File: src/logic/iemr_pkg.sv
// package: constants for the interrupt enable mask register block
// assumes a 40 MHz system clock and an APB master with 32-bit data
//
// Behaviour
// - global bit 7 zero blocks every source
// - bit 5 gates timer2 low/high overflow
// - bit 4 gates the uart request
// - bit 2 gates external pin 1 requests
// - bit 1 gates timer0 overflow requests
// - register at A8, single bits settable
package iemr_pkg;
	localparam int IEMR_ADDR_W = 12;
	// printed offset A8 is a multiple of four: byte address as printed
	localparam logic [11:0] IEMR_MASK_OFFSET = 12'h0A8;
	// bit-operation port: wdata[2:0] selects bit, wdata[8] is the value
	localparam logic [11:0] IEMR_BITOP_OFFSET = 12'h0AC;
	localparam logic [11:0] IEMR_STATUS_OFFSET = 12'h0B0;
	localparam int IEMR_BITOP_VAL_POS = 8;
	localparam int IEMR_GLOBAL_POS = 7;
	localparam int IEMR_SPARE_POS = 6;
	localparam int IEMR_T2_POS = 5;
	localparam int IEMR_UART_POS = 4;
	localparam int IEMR_T1_POS = 3;
	localparam int IEMR_X1_POS = 2;
	localparam int IEMR_T0_POS = 1;
	localparam int IEMR_X0_POS = 0;
	localparam logic [7:0] IEMR_MASK_RESET = 8'h00;
	localparam int IEMR_SRC_N = 6;
endpackage

File: src/logic/iemr_gate_if.sv
// interface: mask register contents and gated requests between the top and the gate
// assumes both ends run on the same clock
interface iemr_gate_if;
	logic [7:0] mask;
	logic [5:0] raw_req;
	logic [5:0] gated_req;
	modport top (output mask, output raw_req, input gated_req);
	modport gate (input mask, input raw_req, output gated_req);
endinterface

File: src/logic/iemr_gate.sv
// module: combinational gating of the source requests by the mask register
// assumes raw_req is already synchronous to the system clock
module iemr_gate (
	iemr_gate_if.gate gif
);
	import iemr_pkg::*;

	// map a source index to its mask bit position
	function automatic int iemr_src_pos(input int i);
		case (i)
			0: iemr_src_pos = IEMR_X0_POS;
			1: iemr_src_pos = IEMR_T0_POS;
			2: iemr_src_pos = IEMR_X1_POS;
			3: iemr_src_pos = IEMR_T1_POS;
			4: iemr_src_pos = IEMR_UART_POS;
			default: iemr_src_pos = IEMR_T2_POS;
		endcase
	endfunction

	genvar i;
	generate
		for (i = 0; i < IEMR_SRC_N; i = i + 1) begin : g_src
			assign gif.gated_req[i] = gif.raw_req[i] & gif.mask[iemr_src_pos(i)]
				& gif.mask[IEMR_GLOBAL_POS];
		end
	endgenerate
endmodule

File: src/logic/iemr_top.sv
// module: interrupt enable mask register on APB, with per-source gating
// assumes peripheral flags arrive on CLK; both external pin requests arrive asynchronously
module iemr_top (
	input wire logic CLK,
	input wire logic RST_N,
	input wire logic PSEL,
	input wire logic PENABLE,
	input wire logic PWRITE,
	input wire logic [iemr_pkg::IEMR_ADDR_W-1:0] PADDR,
	input wire logic [31:0] PWDATA,
	output logic [31:0] PRDATA,
	output logic PREADY,
	output logic PSLVERR,
	input wire logic EXT_IRQ0_REQ,
	input wire logic EXT_IRQ1_PIN,
	input wire logic TIMER0_OVERFLOW_FLAG,
	input wire logic TIMER1_OVERFLOW_FLAG,
	input wire logic UART_IRQ_REQ,
	input wire logic TIMER2_LOW_OVERFLOW_FLAG,
	input wire logic TIMER2_HIGH_OVERFLOW_FLAG,
	output logic [5:0] IRQ_REQ_GATED,
	output logic GLOBAL_IRQ_ENABLE
);
	import iemr_pkg::*;

	logic [7:0] irq_mask_register_reg;
	logic [1:0] ext0_sync_reg;
	logic [1:0] ext1_sync_reg;
	logic setup_seen_reg;
	logic [31:0] prdata_reg;
	logic pslverr_reg;
	logic [5:0] gated_reg;
	logic global_reg;
	logic access;
	logic complete;
	logic [5:0] raw;

	iemr_gate_if gif ();

	iemr_gate u_gate (
		.gif(gif.gate)
	);

	// first access cycle registers the answer; PREADY rises in the second
	assign access = PSEL & PENABLE & ~setup_seen_reg;
	// writes land only at the completing edge, never while PREADY is still low
	assign complete = PSEL & PENABLE & setup_seen_reg;

	// pins pass two flops before use
	always_ff @(posedge CLK) begin
		if (!RST_N) begin
			ext0_sync_reg <= 2'h0;
			ext1_sync_reg <= 2'h0;
		end else begin
			ext0_sync_reg <= {ext0_sync_reg[0], EXT_IRQ0_REQ};
			ext1_sync_reg <= {ext1_sync_reg[0], EXT_IRQ1_PIN};
		end
	end

	// either timer2 flag raises the request
	assign raw = {TIMER2_LOW_OVERFLOW_FLAG | TIMER2_HIGH_OVERFLOW_FLAG, UART_IRQ_REQ,
		TIMER1_OVERFLOW_FLAG, ext1_sync_reg[1], TIMER0_OVERFLOW_FLAG, ext0_sync_reg[1]};
	assign gif.raw_req = raw;
	assign gif.mask = irq_mask_register_reg;

	// one-cycle answer: PREADY pulses in the second access cycle
	always_ff @(posedge CLK) begin
		if (!RST_N) begin
			setup_seen_reg <= 1'b0;
		end else begin
			setup_seen_reg <= access;
		end
	end

	// mask register, whole byte or one bit at a time
	always_ff @(posedge CLK) begin
		if (!RST_N) begin
			irq_mask_register_reg <= IEMR_MASK_RESET;
		end else if (complete && PWRITE) begin
			if (PADDR == IEMR_MASK_OFFSET) begin
				irq_mask_register_reg <= PWDATA[7:0];
			end else if (PADDR == IEMR_BITOP_OFFSET) begin
				irq_mask_register_reg[PWDATA[2:0]] <= PWDATA[IEMR_BITOP_VAL_POS];
			end
		end
	end

	// read mux; unmapped addresses answer with an error
	always_ff @(posedge CLK) begin
		if (!RST_N) begin
			prdata_reg <= 32'h00000000;
			pslverr_reg <= 1'b0;
		end else if (access) begin
			prdata_reg <= 32'h00000000;
			pslverr_reg <= 1'b0;
			if (PADDR == IEMR_MASK_OFFSET) begin
				if (!PWRITE) begin
					prdata_reg <= {24'h000000, irq_mask_register_reg};
				end
			end else if (PADDR == IEMR_BITOP_OFFSET) begin
				prdata_reg <= 32'h00000000;
			end else if (PADDR == IEMR_STATUS_OFFSET) begin
				if (!PWRITE) begin
					prdata_reg <= {26'h0, gif.gated_req};
				end
			end else begin
				pslverr_reg <= 1'b1;
			end
		end else begin
			pslverr_reg <= 1'b0;
		end
	end

	// registered gated requests and global enable
	always_ff @(posedge CLK) begin
		if (!RST_N) begin
			gated_reg <= 6'h00;
			global_reg <= 1'b0;
		end else begin
			gated_reg <= gif.gated_req;
			global_reg <= irq_mask_register_reg[IEMR_GLOBAL_POS];
		end
	end

	assign PRDATA = prdata_reg;
	assign PREADY = setup_seen_reg;
	assign PSLVERR = pslverr_reg;
	assign IRQ_REQ_GATED = gated_reg;
	assign GLOBAL_IRQ_ENABLE = global_reg;
endmodule

File: config.mk
export PLATFORM = sky130hd
export DESIGN_NAME = iemr_top
export DESIGN_NICKNAME = d
export VERILOG_FILES = /design/src/logic/iemr_pkg.sv /design/src/logic/iemr_gate_if.sv /design/src/logic/iemr_gate.sv /design/src/logic/iemr_top.sv
export SDC_FILE = /design/constraint.sdc
export NUM_CORES = 1
export LEC_CHECK = 0
export CAP_MARGIN = 25
export CORE_MARGIN = 4
export CORE_UTILIZATION = 40
export DETAILED_ROUTE_END_ITERATION = 10
export DONT_BUFFER_PORTS = 1
export GPL_ROUTABILITY_DRIVEN = 0
export GPL_TIMING_DRIVEN = 0
export HOLD_SLACK_MARGIN = 0.03
export PLACE_DENSITY = 0.56
export SYNTH_ARGS = -nofsm -noshare
export SYNTH_HDL_FRONTEND = slang
export SYNTH_SLANG_ARGS = --single-unit
File: constraint.sdc
create_clock -name CLK -period 3.3 [get_ports CLK]
set_input_delay 0.66 -clock CLK [delete_from_list [all_inputs] [get_ports CLK]]
set_output_delay 0.66 -clock CLK [all_outputs]
set_load 0.03 [all_outputs]
* After elaboration in Yosys (flattened, before gate mapping)
Index checks and enable logic that the tools add are counted.
** Word-level totals
- Bits in registers :: 53
- Logic and storage cells :: 48
- Output and inout port bits :: 41
** Operators by class
- Muxes and demuxes :: 11
- Order comparisons :: 2
- Reductions and logical operators :: 5
- Equality and inequality tests :: 3
- Bitwise gates (word level) :: 19
** Operators by type and width (number)
- $eq A12 B8 Y1 const B :: 3
- $mux W32 :: 1
- $mux W8 :: 3
- $mux W6 :: 3
- $and A1 B1 Y1 :: 15
- $bwmux W8 :: 1
- $lt A3 B4 Y1 const B :: 1
- $reduce_or A4 Y1 :: 1
- $demux W1 S3 :: 1
- $ge A3 B1 Y1 const B :: 1
- $not A1 Y1 :: 3
- $logic_and A1 B1 Y1 :: 2
- $mux W1 :: 2
- $reduce_and A2 Y1 :: 1
- $reduce_bool A2 Y1 :: 1
- $or A1 B1 Y1 :: 1

* Longest topological paths before layout
- Depth in word-level cells :: 7
- Gate-level depth with buffers :: 5
- Depth with buffers taken out :: 4

* Modules after synthesis
A second synthesis with hierarchy kept.
** Unflattened totals
- Cell total of the unflattened synthesis :: 172
- Area, all modules :: 1526.5 µm²
** By module, submodules not included
- iemr_top :: seq. area each 580.6 µm², cells an instance 166, area an instance 1488.9 µm², instances 1
- iemr_gate :: seq. area each 0.0 µm², cells an instance 6, area an instance 37.5 µm², instances 1

* Worst setup path after synthesis
OpenSTA, ideal clock, no wires.
- Path kind :: input to register
- Start point :: input port PADDR[6] (netlist name)
- End point :: register irq_mask_register_reg[5], in the netlist gif.mask[5]
- Setup time :: 0.079 ns
- Buffers on the path :: 1
- Slack :: 1.607 ns
- Required time :: 3.221 ns
- Stages :: 5
- Arrival :: 1.614 ns
- Path through :: nor4b_4 and4_4 buf_8 a21oi_2 a211oi_2
** Between the ends
- Cells in the longest elaborated chain, start to end :: 3
- Elaborated cells between the ends (all ways) :: 5
- Those cells by class :: 2 x eq/ne; 1 x mux; 2 x reduce/logical
** RTL lines
- from (decl) :: RTL line iemr_top.sv:9 : input wire logic [iemr_pkg::IEMR_ADDR_W-1:0] PADDR,
- $eq A12 B8 Y1 (on tied branches) :: RTL line iemr_top.sv:80, iemr_top.sv:82
- $reduce_bool A2 Y1 (no line)
- $reduce_and A2 Y1 (no line)
- to (signal assigned) :: RTL line iemr_top.sv:81 : irq_mask_register_reg <= PWDATA[7:0];
- to (signal, indexed assignment) :: RTL line iemr_top.sv:83 : irq_mask_register_reg[PWDATA[2:0]] <= PWDATA[IEMR_BITOP_VAL_POS];
- to (decl) :: RTL line iemr_top.sv:26 : logic [7:0] irq_mask_register_reg;
Several ways; a longest one is shown, not always the timed one.
A chain may end at the register's enable or synchronous reset.

* Final worst setup path
- Start point :: register setup_seen_reg, in the netlist PREADY
- End point :: register prdata_reg[3], in the netlist PRDATA[3]
** Between the ends
- Cells in the longest elaborated chain, start to end :: 2
** RTL lines
- from (decl) :: RTL line iemr_top.sv:29 : logic setup_seen_reg;
- from (signal assigned) :: RTL line iemr_top.sv:71 : setup_seen_reg <= access;
- $not A1 Y1 :: RTL line iemr_top.sv:45 : assign access = PSEL & PENABLE & ~setup_seen_reg;
- $and A1 B1 Y1 :: RTL line iemr_top.sv:45
- to (signal assigned) :: RTL line iemr_top.sv:98 : prdata_reg <= {24'h000000, irq_mask_register_reg};
- to (signal assigned) :: RTL line iemr_top.sv:104 : prdata_reg <= {26'h0, gif.gated_req};
- to (decl) :: RTL line iemr_top.sv:30 : logic [31:0] prdata_reg;
No other way between the ends.

==> results.md <==
- Avg Inst Size Synth: around 8.8 um^2
- First DRT Iteration DRCs: between 40 and 50
- Starting density of the core: 41.5%
- Cell variety after synth: 44
- Clock-pin slew on the worst setup and hold paths: 0.06 ns
- Routed via count: approximately 1,200
- CTS Buffer Depth: 2
- I/O pin total: 97
- CP Data Required Time: 3.49 ns
- Highest cell delay on the worst timing path: 0.42 ns
- Kind of end point of the critical path: register
- Launching element type of the critical path: register
- Critical path start-end classification: reg -> reg
- Endpoints failing hold: 0
- Max Clk Rate: 0.607 GHz
- Placement Rows: 22
- Number of diodes added for antenna fixing: 0
- Power per cell area: 429 nW/um^2
- Post-DP HPWL: 2.82 mm
- Antenna Nets Post-Route: 0
- Maximum number of pins on one net before global-route repair: 11
- Number of buffers created by CTS: 5
- Minimum clock period: 1.65 ns
- Run status: completed
- Maximum fanout along the worst path: 8
- Static leakage power: ~0.74 nW
- Max-cap viol count: 0
- Setup TNS Final: 0 ns
- Final setup violation count: 0
- Unrepaired setup endpoints after global routing: no
- DR pass1 iterations: 4
- Fraction of the yosys area taken by sequential cells: 38.2%
- Tot GR Track Use: between 10% and 20%
- Die Y: 69.6 um
- Worst ir drop on vdd: 0.150 mV
- Antenna violations before repair: 0
- Root Buffer: clkbuf_8
- Routed wirelength normalized by instance count: around 15 um
- Worst hold-check slack: between 0.4 and 0.5 ns
- Routed wire length: 3.69 mm
- Ratio of final minimum period to clock period: between 40% and 50%
- Clock latency reported for the late side of the worst-skew pair: roughly 0.28 ns
- Clock tree skew after final layout: 0.00747 ns
- Via count of the first global-routing pass: between 1,000 and 1,500
- Cell count after synthesis: between 150 and 200
- H-tree levels: 2
- Class of the most critical hold timing path: reg -> reg
- Placeable core region: 3660 um^2
- Count of buffers from port buffering: 0
- Library cell contributing the largest single delay on the critical path: dfxtp_1
- Area of the die: 4850 um^2
- Number of buffers inserted for hold repair after clock tree synthesis: 0
- CTS-repair resized insts: 0
- Yosys Warn Count: 0
- Final Max Tran Viols: 0
- Post-CTS setup buffers: 0
- Mapped Area: 1520 um^2
- Die outline width: 69.6 um
- Arrival @ worst endpoint: 1.84 ns
- Number of design rule violations left after detail routing: 0
- Critical path cell sequence: and3b_1, and2_1, clkbuf_1, nand2_1, o31ai_1
- Fraction of final layout cells sized beyond drive strength 1: 24.1%
- Net count reported at finish: 259
- Synthesis-stage register bit count: 29
- Final global-route overflow total: 0
- Number of sinks on the clock net: 29
- Ratio of routed vias to standard cells: just under 5
- Area growth from synthesis to layout: 15.3%
- Clock tree from TritonCTS: built
- First-pass GRT wire length: 5.83 mm
Yosys cell counts:
cell type / number / area, um^2
dfxtp_1: 29 / 581
buf_4: 25 / 188
nand2_1: 18 / 67.6
a21oi_1: 9 / 45.0
o31ai_1: 9 / 67.6
o21ai_0: 8 / 40.0
and3_1: 6 / 37.5
nor2_1: 6 / 22.5
and2_1: 5 / 31.3
inv_1: 5 / 18.8
nand2b_1: 5 / 31.3
nor3_1: 5 / 25.0
a21oi_2: 4 / 35.0
a221oi_1: 3 / 26.3
nand3_1: 3 / 15.0
or2_2: 3 / 18.8
a31oi_1: 2 / 12.5
o22ai_1: 2 / 12.5
a211oi_2: 1 / 12.5
a21boi_0: 1 / 7.51
a31o_2: 1 / 8.76
and3_2: 1 / 7.51
and3b_1: 1 / 8.76
and4_1: 1 / 8.76
and4_4: 1 / 11.3
and4b_1: 1 / 10.0
and4bb_2: 1 / 12.5
buf_1: 1 / 3.75
buf_2: 1 / 5.00
buf_6: 1 / 11.3
buf_8: 1 / 15.0
clkbuf_1: 1 / 3.75
clkbuf_2: 1 / 5.00
conb_1: 1 / 3.75
dlygate4sd1_1: 1 / 8.76
mux2i_1: 1 / 10.0
nand4_1: 1 / 6.26
nand4b_1: 1 / 8.76
nor3b_1: 1 / 7.51
nor4_4: 1 / 21.3
nor4b_4: 1 / 23.8
o21bai_1: 1 / 7.51
o41ai_1: 1 / 8.76
or3_1: 1 / 6.26
layout make-up:
class / count / area [um^2]
well taps: 48 / 60.1
flip-flops and latches: 29 / 581
plain buffers: 32 / 240
inverters: 5 / 18.8
multi-input cells: 130 / 766
clock buffers: 7 / 86.3
fillers: 373 / 1910
stage by stage:
| step | utilization, % | setup slack (ns) | area [um^2] | total power [mW] | cells |
|---|---|---|---|---|---|
| 6_report | 47.8 | 1.65 | 1750 | 0.751 | 251 |
| 5_1_grt | 47.8 | 1.48 | 1750 | 0.788 | 251 |
| 4_1_cts | 47.8 | 1.61 | 1750 | 0.759 | 251 |
| 3_5_place_dp | 45.5 | 1.49 | 1670 | 0.461 | 244 |
| 3_3_place_gp | 45.5 | 1.50 | 1670 | 0.461 | 244 |
| 2_1_floorplan | - | 1.61 | 1610 | 0.453 | 196 |
path summary, 6_finish.rpt:
kind | startpoint | to | slack [ns] | cells past startpoint
worst min register to register | ext1_sync_reg[0] | ext1_sync_reg[1] | 0.44 | 1
worst max-delay path | PREADY | PRDATA[3] | 1.65 | 5
worst min-delay path | ext1_sync_reg[0] | ext1_sync_reg[1] | 0.44 | 1
worst max register to register | PREADY | PRDATA[3] | 1.65 | 5
report_power, final:
part           internal (mW)  leakage (nW)  switching, mW
Clock                  0.165        0.0443          0.131
Combinational         0.0352         0.461         0.0634
Sequential             0.353         0.235        0.00340
Total                  0.554         0.740          0.198
routing by layer:
| layer | GRT usage, % | routed length [um] | vias to the layer above |
|---|---|---|---|
| met5 | 0 | 0 | - |
| met4 | 5.74 | 51 | 0 |
| met3 | 8.55 | 425 | 6 |
| met2 | 25.7 | 1790 | 58 |
| met1 | 16.8 | 1420 | 550 |
| li1 | - | - | 622 |
cell usage in the layout (no fill, tap or decap), types with 6 or more instances in the layout:
| master | n |
|---|---|
| o31ai_1 | 9 |
| nor2_1 | 6 |
| conb_1 | 24 |
| clkbuf_8 | 6 |
| o21ai_0 | 8 |
| a21oi_1 | 9 |
| dfxtp_1 | 29 |
| buf_4 | 25 |
| nand2_1 | 18 |
| and3_1 | 6 |
critical path: cells and delay by family (launching register included):
kind,cells,cell delay (ns)
simple gates,3,0.61
flops,1,0.42
buf+inv,1,0.33
compound gates,1,0.20
kinds of logic after synthesis:
kind of cell           count (synthesis)  share of synthesized area (%)
other                                  1                          0.247
AND/OR/NAND/NOR                       63                           25.1
multiplexers                           1                          0.659
buffers and inverters                 37                           17.0
AO/OA/AOI/OAI                         42                           18.7
flip-flops                            29                           38.2
(Power assumes the default switching activity.)
